$ cat src/hww_regs.vh
/*
 * register offsets, field positions, reset values and timing counts
 * for the halt, wake-up and watchdog block. assumes a 40 MHz core clock.
 */
`ifndef HWW_REGS_VH
`define HWW_REGS_VH

// ----------------------------------------------------------------
// register byte offsets
// ----------------------------------------------------------------
`define HWW_OFF_WDOG_CTRL   12'h000
`define HWW_OFF_RST_FLAG    12'h004
`define HWW_OFF_SYS_CLK     12'h008
`define HWW_OFF_STATUS      12'h00c
`define HWW_OFF_PA_WAKE     12'h010

// ----------------------------------------------------------------
// fields and reset values
// ----------------------------------------------------------------
`define HWW_WDOG_CTRL_RST   8'h53
`define HWW_GE_DISABLE      5'h15
`define HWW_GE_ENABLE       5'h0a
`define HWW_RF_WDOG_BIT     0
`define HWW_RF_RCTL_BIT     3
`define HWW_SCC_KEEP_BIT    1
`define HWW_SCC_RST         8'h02
`define HWW_ST_PDF_BIT      0
`define HWW_ST_TO_BIT       1

// ----------------------------------------------------------------
// timing
// ----------------------------------------------------------------
`define HWW_CLK_HZ          40000000
`define HWW_SUB_HZ          32000
`define HWW_SUB_DIV         (`HWW_CLK_HZ / `HWW_SUB_HZ)
`define HWW_SRESET_NS       1000
`define HWW_SRESET_CYC      ((`HWW_SRESET_NS * 40 + 999) / 1000)

`endif

$ cat src/hww_halt_wake_wdog.v
/*
 * halt / wake-up arbitration and watchdog with an apb register slave.
 * assumes the core gives one-cycle halt and clear strobes on core_clk,
 * and that port a and the external reset pin are asynchronous.
 */
// The APB slave port and the address map are this design's own decisions.
// Contract
// - halt with keep-alive 0 enters sleep, clock stopped, core held at halt.
// - halt with keep-alive 1 enters idle, clocks run, core held.
// - entering sleep or idle disturbs no memory, register or port state.
// - entering sleep or idle clears watchdog; counts only when enabled.
// - halt sets power-down flag and clears time-out flag.
// - power-down flag cleared at power-up and by watchdog clear instruction.
// - wake on port a fall, external reset, interrupt or watchdog overflow.
// - reset wake resets all; watchdog wake sets time-out, resets pc and sp.
// - each port a pin has wake enable; resumes after halt.
// - disabled or stack-full interrupt wake resumes after halt; request stays pending.
// - enabled interrupt with free stack gets normal response on wake.
// - interrupt pending before halt cannot wake the device.
// - watchdog counts 32 kHz substitute clock divided by selected ratio.
// - watchdog control loads 0x53 on reset except watchdog wake reset.
// - enable field 10101 disables, 01010 enables, others request reset.
// - invalid enable field resets after fixed delay, sets software reset flag.
// - select 000..111 gives 2^8,10,12,14,15,16,-,18 periods.
// - reset flag bit 0 set by watchdog software reset, software clears only.
// - bit 3 holds reset-control flag, others read zero, both power up 0.
// - keep-alive is bit 1 of system clock control.
// - normal-mode watchdog time-out resets device and sets time-out flag.
// - watchdog clear instruction, halt and an invalid enable field are the software clears of the counter.
// - in sleep the substitute clock runs only while watchdog enabled.
`timescale 1ns/100ps
`default_nettype none
`include "hww_regs.vh"

module hww_halt_wake_wdog #(
    parameter PA_W       = 8,
    parameter SUB_DIV    = `HWW_SUB_DIV,
    parameter SRESET_CYC = `HWW_SRESET_CYC
) (
    input  wire            CORE_CLK_I,
    input  wire            RESET_N_I,
    input  wire            PSEL_I,
    input  wire            PENABLE_I,
    input  wire            PWRITE_I,
    input  wire [11:0]     PADDR_I,
    input  wire [31:0]     PWDATA_I,
    output wire [31:0]     PRDATA_O,
    output wire            PREADY_O,
    output wire            PSLVERR_O,
    input  wire            HALT_I,
    input  wire            WDOG_CLEAR_I,
    input  wire [PA_W-1:0] PORT_A_I,
    input  wire            EXT_RESET_N_I,
    input  wire            INT_REQ_I,
    input  wire            INT_ENABLED_I,
    input  wire            STACK_FULL_I,
    input  wire            RCTL_SW_RESET_I,
    output wire            SLEEP_O,
    output wire            IDLE_O,
    output wire            SYS_CLK_EN_O,
    output wire            SUB_CLK_EN_O,
    output wire            CORE_STALL_O,
    output wire            RESUME_O,
    output wire            INT_RESPOND_O,
    output wire            FULL_RESET_O,
    output wire            PC_SP_RESET_O
);

    // ----------------------------------------------------------------
    // state encoding and reset images
    // ----------------------------------------------------------------
    localparam ST_NORMAL = 3'b001;
    localparam ST_SLEEP  = 3'b010;
    localparam ST_IDLE   = 3'b100;
    localparam [7:0] SCC_RST = `HWW_SCC_RST;

    // ----------------------------------------------------------------
    // synchronisers
    // ----------------------------------------------------------------
    // third port a stage only feeds the falling-edge detector; pins idle
    // high, so the chain resets high and no false edge follows reset
    reg [PA_W-1:0] pa_s1_q, pa_s2_q, pa_s3_q;
    reg            xr_s1_q, xr_s2_q;
    always @(posedge CORE_CLK_I or negedge RESET_N_I) begin
        if (!RESET_N_I) begin
            pa_s1_q <= {PA_W{1'b1}};
            pa_s2_q <= {PA_W{1'b1}};
            pa_s3_q <= {PA_W{1'b1}};
            xr_s1_q <= 1'b1;
            xr_s2_q <= 1'b1;
        end else begin
            pa_s1_q <= PORT_A_I;
            pa_s2_q <= pa_s1_q;
            pa_s3_q <= pa_s2_q;
            xr_s1_q <= EXT_RESET_N_I;
            xr_s2_q <= xr_s1_q;
        end
    end

    // ----------------------------------------------------------------
    // registers and state
    // ----------------------------------------------------------------
    reg [2:0]      state_q;
    reg [7:0]      wctl_q;
    reg            wrf_q, reset_ctrl_sw_reset_flag_q, keep_q, pdf_q, to_q;
    reg [PA_W-1:0] port_a_wake_enable_q;
    reg            int_mask_q;
    reg [15:0]     pre_q;
    reg [17:0]     wcnt_q;
    reg [15:0]     srst_q;
    reg            srst_run_q;
    reg            full_rst_q, pcsp_rst_q, resume_q, int_resp_q;

    wire [4:0] ge     = wctl_q[7:3];
    wire       wd_en  = (ge == `HWW_GE_ENABLE);
    wire       ge_bad = (ge != `HWW_GE_ENABLE) && (ge != `HWW_GE_DISABLE);
    wire       asleep = (state_q != ST_NORMAL);

    // time-out period as highest counter index
    // code 110 is undefined; treated as 2^17 until confirmed
    function [17:0] wd_limit;
        input [2:0] sel;
        begin
            case (sel)
                3'h0: wd_limit = 18'h000ff;
                3'h1: wd_limit = 18'h003ff;
                3'h2: wd_limit = 18'h00fff;
                3'h3: wd_limit = 18'h03fff;
                3'h4: wd_limit = 18'h07fff;
                3'h5: wd_limit = 18'h0ffff;
                3'h6: wd_limit = 18'h1ffff;
                default: wd_limit = 18'h3ffff;
            endcase
        end
    endfunction

    // one-cycle substitute clock tick every SUB_DIV core clocks
    wire sub_tick = (pre_q == SUB_DIV[15:0] - 16'h1);
    wire wd_ovf   = wd_en && sub_tick && (wcnt_q == wd_limit(wctl_q[2:0]));

    // ----------------------------------------------------------------
    // wake sources
    // ----------------------------------------------------------------
    // an interrupt raised before halt stays masked until it drops
    wire pa_wake  = |(port_a_wake_enable_q & pa_s3_q & ~pa_s2_q);
    wire int_wake = INT_REQ_I && !int_mask_q;
    // level, so a pin held low keeps the full reset asserted
    wire xr_wake  = !xr_s2_q;
    wire srst_fire = srst_run_q && (srst_q == SRESET_CYC[15:0] - 16'h1);
    wire halt_go  = HALT_I && !asleep;

    // ----------------------------------------------------------------
    // apb slave: zero wait states
    // ----------------------------------------------------------------
    // unmapped offsets read zero and raise an error; nothing is written
    wire       wr_acc = PSEL_I && PENABLE_I && PWRITE_I;
    reg        bad_addr;
    reg [31:0] rd_mux;
    reg [31:0] prdata_q;
    always @* begin
        bad_addr = 1'b0;
        rd_mux   = 32'h0;
        if (PADDR_I == `HWW_OFF_WDOG_CTRL) begin
            rd_mux = {24'h0, wctl_q};
        end else if (PADDR_I == `HWW_OFF_RST_FLAG) begin
            rd_mux = {28'h0, reset_ctrl_sw_reset_flag_q, 2'b00, wrf_q};
        end else if (PADDR_I == `HWW_OFF_SYS_CLK) begin
            rd_mux = {30'h0, keep_q, 1'b0};
        end else if (PADDR_I == `HWW_OFF_STATUS) begin
            rd_mux = {29'h0, state_q == ST_IDLE, to_q, pdf_q};
        end else if (PADDR_I == `HWW_OFF_PA_WAKE) begin
            rd_mux = {{(32-PA_W){1'b0}}, port_a_wake_enable_q};
        end else begin
            bad_addr = 1'b1;
        end
    end
    assign PRDATA_O  = prdata_q;
    assign PREADY_O  = 1'b1;
    assign PSLVERR_O = PSEL_I && PENABLE_I && bad_addr;

    wire wr_ok = wr_acc && !bad_addr;

    // ----------------------------------------------------------------
    // read data register
    // ----------------------------------------------------------------
    // taken in the setup cycle so the access still needs no wait state;
    // a flag that sets during the access shows on the next read
    always @(posedge CORE_CLK_I or negedge RESET_N_I) begin
        if (!RESET_N_I) begin
            prdata_q <= 32'h0;
        end else if (PSEL_I && !PENABLE_I) begin
            prdata_q <= rd_mux;
        end
    end

    // ----------------------------------------------------------------
    // main sequential logic
    // ----------------------------------------------------------------
    always @(posedge CORE_CLK_I or negedge RESET_N_I) begin
        if (!RESET_N_I) begin
            state_q    <= ST_NORMAL;
            wctl_q     <= `HWW_WDOG_CTRL_RST;
            wrf_q      <= 1'b0;
            reset_ctrl_sw_reset_flag_q     <= 1'b0;
            keep_q     <= SCC_RST[`HWW_SCC_KEEP_BIT];
            pdf_q      <= 1'b0;
            to_q       <= 1'b0;
            port_a_wake_enable_q     <= {PA_W{1'b0}};
            int_mask_q <= 1'b0;
            pre_q      <= 16'h0;
            wcnt_q     <= 18'h0;
            srst_q     <= 16'h0;
            srst_run_q <= 1'b0;
            full_rst_q <= 1'b0;
            pcsp_rst_q <= 1'b0;
            resume_q   <= 1'b0;
            int_resp_q <= 1'b0;
        end else begin
            full_rst_q <= 1'b0;
            pcsp_rst_q <= 1'b0;
            resume_q   <= 1'b0;
            int_resp_q <= 1'b0;

            // substitute clock prescaler, gated off in sleep when disabled
            if (state_q == ST_SLEEP && !wd_en) begin
                pre_q <= 16'h0;
            end else if (sub_tick) begin
                pre_q <= 16'h0;
            end else begin
                pre_q <= pre_q + 16'h1;
            end

            // watchdog counter, cleared only by halt, clear strobe, an invalid enable field, overflow or reset
            if (halt_go || WDOG_CLEAR_I || ge_bad) begin
                wcnt_q <= 18'h0;
            end else if (wd_en && sub_tick) begin
                wcnt_q <= wd_ovf ? 18'h0 : wcnt_q + 18'h1;
            end

            // register writes
            if (wr_ok && PADDR_I == `HWW_OFF_WDOG_CTRL) begin
                wctl_q <= PWDATA_I[7:0];
            end
            if (wr_ok && PADDR_I == `HWW_OFF_SYS_CLK) begin
                keep_q <= PWDATA_I[`HWW_SCC_KEEP_BIT];
            end
            if (wr_ok && PADDR_I == `HWW_OFF_PA_WAKE) begin
                port_a_wake_enable_q <= PWDATA_I[PA_W-1:0];
            end
            if (RCTL_SW_RESET_I) begin
                reset_ctrl_sw_reset_flag_q <= 1'b1;
            end else if (wr_ok && PADDR_I == `HWW_OFF_RST_FLAG) begin
                reset_ctrl_sw_reset_flag_q <= PWDATA_I[`HWW_RF_RCTL_BIT];
            end

            // invalid enable field: delayed software reset
            // a good value written meanwhile does not cancel it
            if (ge_bad && !srst_run_q) begin
                srst_run_q <= 1'b1;
                srst_q     <= 16'h0;
            end else if (srst_run_q) begin
                srst_q <= srst_q + 16'h1;
            end

            // set beats software clear
            if (srst_fire) begin
                wrf_q <= 1'b1;
            end else if (wr_ok && PADDR_I == `HWW_OFF_RST_FLAG && !PWDATA_I[`HWW_RF_WDOG_BIT]) begin
                wrf_q <= 1'b0;
            end

            // the time-out flag clears together with the power-down flag
            if (WDOG_CLEAR_I) begin
                pdf_q <= 1'b0;
                to_q  <= 1'b0;
            end

            case (state_q)
                ST_NORMAL: begin
                    if (xr_wake || srst_fire || wd_ovf) begin
                        // whole-device reset, control reloads
                        full_rst_q <= 1'b1;
                        wctl_q     <= `HWW_WDOG_CTRL_RST;
                        srst_run_q <= 1'b0;
                        wcnt_q     <= 18'h0;
                        if (wd_ovf) begin
                            to_q <= 1'b1;
                        end
                    end else if (halt_go) begin
                        pdf_q      <= 1'b1;
                        to_q       <= 1'b0;
                        int_mask_q <= INT_REQ_I;
                        state_q    <= keep_q ? ST_IDLE : ST_SLEEP;
                    end
                end
                ST_SLEEP, ST_IDLE: begin
                    // priority: resets, overflow, interrupt, then port a
                    // re-arm the interrupt wake once the pending request drops
                    if (!INT_REQ_I) begin
                        int_mask_q <= 1'b0;
                    end
                    if (xr_wake || srst_fire) begin
                        full_rst_q <= 1'b1;
                        wctl_q     <= `HWW_WDOG_CTRL_RST;
                        srst_run_q <= 1'b0;
                        pdf_q      <= 1'b0;
                        state_q    <= ST_NORMAL;
                    end else if (wd_ovf) begin
                        // control register kept on this path
                        to_q       <= 1'b1;
                        pcsp_rst_q <= 1'b1;
                        state_q    <= ST_NORMAL;
                    end else if (int_wake) begin
                        if (INT_ENABLED_I && !STACK_FULL_I) begin
                            int_resp_q <= 1'b1;
                        end else begin
                            resume_q   <= 1'b1;
                        end
                        state_q <= ST_NORMAL;
                    end else if (pa_wake) begin
                        resume_q <= 1'b1;
                        state_q  <= ST_NORMAL;
                    end
                end
                default: state_q <= ST_NORMAL;
            endcase
        end
    end

    // ----------------------------------------------------------------
    // outputs; core state is stalled, and touched only by the reset strobes
    // ----------------------------------------------------------------
    assign SLEEP_O       = (state_q == ST_SLEEP);
    assign IDLE_O        = (state_q == ST_IDLE);
    assign SYS_CLK_EN_O  = (state_q != ST_SLEEP);
    assign SUB_CLK_EN_O  = (state_q != ST_SLEEP) || wd_en;
    assign CORE_STALL_O  = asleep;
    // wake and reset strobes are registered one-clock pulses; full reset stays high while the reset pin is held low
    assign RESUME_O      = resume_q;
    assign INT_RESPOND_O = int_resp_q;
    assign FULL_RESET_O  = full_rst_q;
    assign PC_SP_RESET_O = pcsp_rst_q;

endmodule
`default_nettype wire

$ cat config.mk
export PLATFORM = sky130hd
export DESIGN_NAME = hww_halt_wake_wdog
export DESIGN_NICKNAME = d
export VERILOG_FILES = /design/src/hww_halt_wake_wdog.v
export VERILOG_INCLUDE_DIRS = /design/src /design/src/src
export SDC_FILE = /design/constraint.sdc
export NUM_CORES = 1
export LEC_CHECK = 0
export ABC_AREA = 1
export BUFFER_PORTS_ARGS = -buffer_cell sky130_fd_sc_hd__buf_2
export CORE_MARGIN = 2
export CORE_UTILIZATION = 24
export DETAILED_ROUTE_END_ITERATION = 10
export GPL_ROUTABILITY_DRIVEN = 0
export PLACE_DENSITY = 0.4
export SYNTH_ARGS = -nofsm -noshare
export SYNTH_HDL_FRONTEND = slang
export SYNTH_SLANG_ARGS = --single-unit
$ cat constraint.sdc
create_clock -name CORE_CLK_I -period 1.9 [get_ports CORE_CLK_I]
set_input_delay 0.19 -clock CORE_CLK_I [delete_from_list [all_inputs] [get_ports CORE_CLK_I]]
set_output_delay 0.19 -clock CORE_CLK_I [all_outputs]
set_load 0.05 [all_outputs]
==> impl_metrics.csv, run 1 <==
group,metric,value,unit
yosys,muxShareOfSynthArea,0,
finish,syn_to_final_growth,36.7,%
critical_path,cp-end-kind,"output pin",
finish,fillers,2590,
cts,cts_tree,"built",
detailed_routing,routed.top_layer,"met4",
yosys,synth_edf_count,0,
timing,fin_ws,-3.25,ps
placed_design,portBuffers,57,
cts,cts_buffer_depth,2,
placed_design,hpwlAfterDp,11.6,mm
critical_path,crit_family,"flip-flops",
yosys,syn_area,5920,um^2
timing,max_slew_margin,0.570,
die,coreArea,24200,um^2
worst_hold_path,hp-start,"WDOG_CLEAR_I",
detailed_routing,routed_wl,15.6,mm
yosys,yosys_warnings,0,
critical_path,worstPathArrival,1710,ps
yosys,synth-simple-area-share,0.319,
detailed_routing,routedWlPerCell,12.7,um
critical_path,startpoint_type,"flip-flop",
yosys,synth-xor-area-share,0.0148,
critical_path,rr_endpoint,"wcnt_q[9]$_DFF_PN0_",
critical_path,reg2reg_from,"wctl_q[6]$_DFF_PN1_",
timing,tightest_slew,643,ps
status,violations,"negative setup slack",
critical_path,required,1710,ps
timing,hold_viol,0,
critical_path,cp_cell_sequence,"nand3_2 -> nor2_4 -> buf_6 -> nor2_4 -> clkinvlp_4 -> buf_8",
placed_design,placedInstanceArea,7110,um^2
critical_path,rrSetupSlack,20,ps
grt,grt_pass1_wl,25.7,mm
critical_path,path_depth,6,
die,row_count,57,
grt,grt_pass1_vias,4993,
yosys,ys.flop_type,"dfrtp_1",
critical_path,worstPathMaxFanout,4,
timing,report.final.slew_viol_count,0,
timing,setup_viol,1,
cts,htreeDepth,4,
die,die_y,161,um
detailed_routing,vias_per_cell,4.16,
yosys,synthCells,725,
die,die_area,25900,um^2
cts,insertion_delay,420,ps
worst_hold_path,holdPathEnd,"pdf_q$_DFF_PN0_",
grt,grt_max_degree,63,
critical_path,rr_worst_depth,10,
cts,clockRootBuffer,"clkbuf_16",
critical_path,critPathMostFrequentCell,"nor2_4",
cts,clkSinkCount,114,
timing,rsz0062_at_grt,"true",
detailed_routing,drc,0,
grt,gr-total-overflow,0,
critical_path,crit_type,"flip-flop to output pin",
job,cap_viol_max_count,0,
status,status,"finished with violations",
die,die_w,161,um
yosys,synth_top_family_by_area,"simple AND/OR/NAND/NOR gates",
yosys,yosys.area_share.adder,0.00846,
critical_path,slowest_stage,"dfstp_2",
yosys,synth-seq-area-share,0.489,
detailed_routing,vias,5090,
critical_path,max_stage_delay,550,ps
yosys,ys_async_sr_fraction,1.00,
detailed_routing,drt_iter0_markers,308,
placed_design,dp.cells,1173,
die,start_util,0.244,
detailed_routing,route.met2.wl,7.49,mm
detailed_routing,routedLengthMet1,7.43,mm
yosys,synth_compound_area_frac,0.0670,
power,p_per_area,886,nW/um^2
finish,final_area,8090,um^2
power,ir_drop,0.646,mV
yosys,synth_top_area_cell,"dfrtp_1",
timing,fmax,525,MHz
finish,final_layout_size_suffix_gt1_frac,0.315,
finish,final_nets,956,
grt,grt_use_total,0.125,
yosys,synth_cell_type_count,46,
detailed_routing,postRouteAntennaNets,0,
timing,fin_crit,1900,ps
cts,cts_made_buffers,17,
grt,antenna_found_initial,0,
yosys,synth_area_leaders,"dfrtp_1 (35%), dfstp_2 (14%), nand2_1 (9.9%), nor2_1 (6.0%), inv_1 (5.5%)",
worst_hold_path,hold_depth,2,
die,ios,107,
cts,path_clk_slew,70,ps
worst_hold_path,hold_path_class,"primary input to flip-flop",
timing,fin_crit_sh,1.00,
power,cellLeakagePower,3.87,nW
yosys,syn_avg_cell_area,8.16,um^2
timing,clock_skew,12.0,ps
yosys,synth_top_cell_area_share,0.347,
critical_path,path_buf_inv,3,
detailed_routing,first_pass_iters,4,
yosys,synth-seq-cells,114,
finish,finalNonFillerCells,1225,
detailed_routing,wl_met3,477,um
finish,diodes,0,
sequential cells by signal (all words and copies together), names as in the netlist, 3 cells and up:
name and flops:
wcnt_q 18, pre_q 16, srst_q 16, PRDATA_O 8
pa_s1_q 8, pa_s2_q 8, pa_s3_q 8, port_a_wake_enable_q 8
wctl_q 8, state_q 3
power breakdown:
group | total [mW] | internal (mW) | leakage (nW) | switching, mW
Combinational | 1.21 | 0.421 | 2.14 | 0.787
Sequential | 2.67 | 2.58 | 1.44 | 0.0850
Clock | 3.29 | 1.97 | 0.281 | 1.31
worst max path at each step:
| stage | from | end |
|---|---|---|
| after CTS | state_q[2]$_DFFE_PN0P_ | SUB_CLK_EN_O |
| after global placement | wctl_q[1]$_DFF_PN1_ | to_q$_DFF_PN0_ |
| after global routing | pre_q[1]$_DFF_PN0_ | wcnt_q[7]$_DFF_PN0_ |
| after detailed placement | wctl_q[1]$_DFF_PN1_ | to_q$_DFF_PN0_ |
| final | wctl_q[6]$_DFF_PN1_ | SUB_CLK_EN_O |
| after floorplan | state_q[2]$_DFFE_PN0P_ | pre_q[7]$_DFF_PN0_ |
Yosys cell counts, drive strengths merged, types with 5 or more instances:
| cell | count |
|---|---|
| nor4 | 7 |
| nor3b | 5 |
| dfstp | 32 |
| nand4 | 17 |
| a21oi | 13 |
| nor2 | 113 |
| inv | 91 |
| dfrtp | 82 |
| nor3 | 20 |
| o21ai | 43 |
| buf | 31 |
| nand3b | 9 |
| nand3 | 64 |
| xor2 | 7 |
| nand2 | 160 |
cells by family (layout without fill, tap and decap cells):
group	count (synthesis)	after routing
xor+xnor	10	10
compound gates	71	71
simple gates	399	399
other cells	2	25
fa+ha+maj	4	4
buf+inv	125	278
flops	114	114
routing by layer:
metal | GRT usage | up-vias
met1 | 0.167 | 2374
li1 | - | 2634
met2 | 0.206 | 69
met3 | 0.0229 | 13
met4 | 0.0422 | 0
met5 | 0 | -
final cells by class:
class                   instances  area [um^2]  share of cell area
clock inverters                15          174              0.0215
multi-input cells             509         2700               0.334
repair buffers                155         1140               0.140
clock buffers                  17          425              0.0526
flip-flops and latches        114         2890               0.358
inverters                      91          349              0.0432
well taps                     324          405              0.0501
repair_timing:
| item | in CTS | in global routing |
|---|---|---|
| buffers inserted | 3 | 6 |
| resized for setup | 11 | 37 |
| hold endpoints to repair | 92 | 0 |
| setup endpoints to repair | 32 | 41 |
| gates cloned | 0 | 1 |
| pin swaps | 1 | 14 |
| hold buffers | 11 | 0 |
metrics by stage:
stage / total power [mW] / worst slack [ps] / utilization / hold slack, ps / setup TNS (ps)
after detailed placement: 3.83 / -121 / 0.293 / 44.7 / -1690
after CTS: 7.22 / -94.7 / 0.325 / 31.1 / -121
final: 7.16 / -3.25 / 0.334 / 32.7 / -3.25
after global placement: 3.84 / -140 / 0.293 / 45.9 / -1420
after global routing: 7.52 / -103 / 0.334 / 43.2 / -2110
after floorplan: 3.42 / -519 / - / -106 / -9430
cell usage in the layout, fill, tap and decap left out, types with 13 or more instances in the layout:
cell / count
nand4_1: 17
buf_2: 55
nor3_1: 13
conb_1: 25
clkbuf_16: 18
nand3_1: 49
buf_4: 81
dfrtp_1: 81
inv_1: 83
nor2_1: 85
nand2_1: 152
o21ai_0: 38
nor2_2: 19
dfstp_2: 32
(Power assumes the default switching activity.)
==> run 2: changes to the inputs <==
--- a/config.mk
+++ b/config.mk
@@ -12,7 +12,7 @@
 export CORE_UTILIZATION = 24
 export DETAILED_ROUTE_END_ITERATION = 10
 export GPL_ROUTABILITY_DRIVEN = 0
-export PLACE_DENSITY = 0.4
+export SKIP_CTS_REPAIR_TIMING = 1
 export SYNTH_ARGS = -nofsm -noshare
 export SYNTH_HDL_FRONTEND = slang
 export SYNTH_SLANG_ARGS = --single-unit
==> impl_metrics.csv, run 2 (synthesized netlist as in run 1, its figures left out) <==
group,metric,value,unit
die,die_area,25900,um^2
grt,grt_pass1_wl,24.1,mm
die,coreArea,24200,um^2
worst_hold_path,hp-start,"WDOG_CLEAR_I",
placed_design,placedInstanceArea,6940,um^2
critical_path,worstPathMaxFanout,4,
critical_path,slowest_stage,"dfrtp_1",
timing,report.final.slew_viol_count,0,
detailed_routing,route.met2.wl,7.01,mm
cts,cts_buffer_depth,2,
grt,gr-total-overflow,0,
power,ir_drop,0.567,mV
critical_path,critPathMostFrequentCell,"nand2_4",
grt,grt_pass1_vias,4924,
critical_path,max_stage_delay,370,ps
placed_design,hpwlAfterDp,10.8,mm
power,combPwrFrac,0.161,
critical_path,rr_endpoint,"wcnt_q[0]$_DFF_PN0_",
timing,fin_crit_sh,1.01,
detailed_routing,first_pass_iters,4,
critical_path,required,2210,ps
timing,fin_crit,1910,ps
detailed_routing,vias,5084,
timing,fin_ws,-12.4,ps
cts,cts_made_buffers,17,
power,switchingPower,2.17,mW
die,row_count,57,
power,internal_power,4.99,mW
critical_path,cp-end-kind,"flip-flop",
power,pwr-share-clk,0.466,
die,start_util,0.244,
cts,clockRootBuffer,"clkbuf_16",
critical_path,crit_type,"flip-flop to flip-flop",
finish,syn_to_final_growth,33.3,%
cts,htreeDepth,4,
worst_hold_path,holdPathEnd,"pdf_q$_DFF_PN0_",
power,p_per_area,907,nW/um^2
critical_path,worstPathArrival,2220,ps
detailed_routing,vias_per_cell,4.22,
timing,tightest_slew,513,ps
critical_path,rr_worst_depth,14,
grt,grt_use_total,0.117,
finish,largest_reg_flops,18,
detailed_routing,drt_iter0_markers,240,
worst_hold_path,hold_depth,2,
finish,final_nets,935,
finish,biggestRegsByFlops,"wcnt_q: 18 flops, pre_q: 16 flops, srst_q: 16 flops",
placed_design,portBuffers,57,
status,status,"finished with violations",
detailed_routing,postRouteAntennaNets,0,
power,swShare,0.302,
die,die_w,161,um
timing,max_slew_margin,0.656,
cts,clkSinkCount,114,
timing,hold_viol,0,
detailed_routing,wl_met3,540,um
cts,path_clk_slew,60,ps
finish,final_area,7890,um^2
power,power.share.sequential,0.374,
job,cap_viol_max_count,0,
finish,fillers,2577,
power,cellLeakagePower,3.76,nW
die,die_y,161,um
power,power,7.16,mW
detailed_routing,routed_wl,14.6,mm
detailed_routing,routed.top_layer,"met4",
critical_path,reg2reg_from,"pre_q[1]$_DFF_PN0_",
timing,setup_viol,8,
worst_hold_path,hold_path_class,"primary input to flip-flop",
grt,grt_max_degree,34,
detailed_routing,routedLengthMet1,6.84,mm
critical_path,cp_cell_sequence,"inv_1 -> ha_2 -> inv_2 -> nor2_2 -> nand2_2 -> nor2_4 -> nand3_4 -> nor2_4 -> nand3_4 -> nand2_4 -> nand2_4 -> buf_6 -> nand2_4 -> nor3_2",
finish,regArea,2890,um^2
critical_path,rrSetupSlack,-10,ps
finish,final_core_util,0.325,
finish,multi_input_area,2690,um^2
cts,cts_tree,"built",
timing,fmax,523,MHz
finish,layout_commonest_cell,"nand2_1",
detailed_routing,drc,0,
finish,final_cell_mix,"nand2_1 (151), nor2_1 (88), inv_1 (82), dfrtp_1 (81), buf_4 (61)",
detailed_routing,routedWlPerCell,12.1,um
finish,final_layout_size_suffix_gt1_frac,0.297,
finish,diodes,0,
grt,antenna_found_initial,0,
critical_path,startpoint_type,"flip-flop",
timing,rsz0062_at_grt,"true",
status,violations,"negative setup slack",
timing,clock_skew,13.7,ps
finish,top_register,"wcnt_q",
die,ios,107,
cts,insertion_delay,430,ps
run 2: layer usage:
layer,global-route usage,vias to the layer above
met2,0.189,87
met5,0,-
met4,0.0357,0
li1,-,2583
met1,0.150,2395
met3,0.0365,19
run 2: critical path: cells and delay by family, from the launching register on:
family | cells | cell delay (ps)
adders and majority gates | 1 | 180
buffers and inverters | 3 | 230
DFF | 1 | 370
and+or+nand+nor | 10 | 1020
run 2: per-stage QoR:
stage / setup TNS [ps] / cells / setup WS [ps] / hold slack, ps
global route: -3470 / 1204 / -130 / 0.0515
floorplan: -9430 / 748 / -519 / -106
detailed placement: -286 / 1153 / -77.4 / 135
finish: -54.0 / 1204 / -12.4 / 9.65
CTS: -877 / 1185 / -183 / -319
global placement: -214 / 1153 / -92.8 / 133
run 2: worst max path at each step:
stage | from | endpoint | slack [ps] | depth (start not counted)
floorplan | state_q[2]$_DFFE_PN0P_ | pre_q[7]$_DFF_PN0_ | -520 | 6
global placement | srst_q[0]$_DFFE_PN0N_ | RESUME_O$_DFF_PN0_ | -90 | 12
detailed placement | srst_q[0]$_DFFE_PN0N_ | RESUME_O$_DFF_PN0_ | -80 | 12
CTS | state_q[2]$_DFFE_PN0P_ | SUB_CLK_EN_O | -180 | 5
global route | pre_q[1]$_DFF_PN0_ | wcnt_q[15]$_DFF_PN0_ | -130 | 14
finish | pre_q[1]$_DFF_PN0_ | wcnt_q[0]$_DFF_PN0_ | -10 | 14
run 2: layout make-up:
class | count | share of cell area
clock buffers | 18 | 0.0571
repair buffers | 133 | 0.118
well taps | 324 | 0.0514
clock inverters | 14 | 0.0209
flip-flops and latches | 114 | 0.367
multi-input cells | 510 | 0.341
inverters | 91 | 0.0442
run 2: power by group through the flow:
| stage | logic, mW | clock network, mW | registers (mW) |
|---|---|---|---|
| 2_1_floorplan | 0.644 | 0 | 2.77 |
| 3_3_place_gp | 1.05 | 0 | 2.72 |
| 3_5_place_dp | 1.07 | 0 | 2.72 |
| 4_1_cts | 1.08 | 3.40 | 2.68 |
| 5_1_grt | 1.27 | 3.55 | 2.69 |
| 6_report | 1.15 | 3.33 | 2.68 |
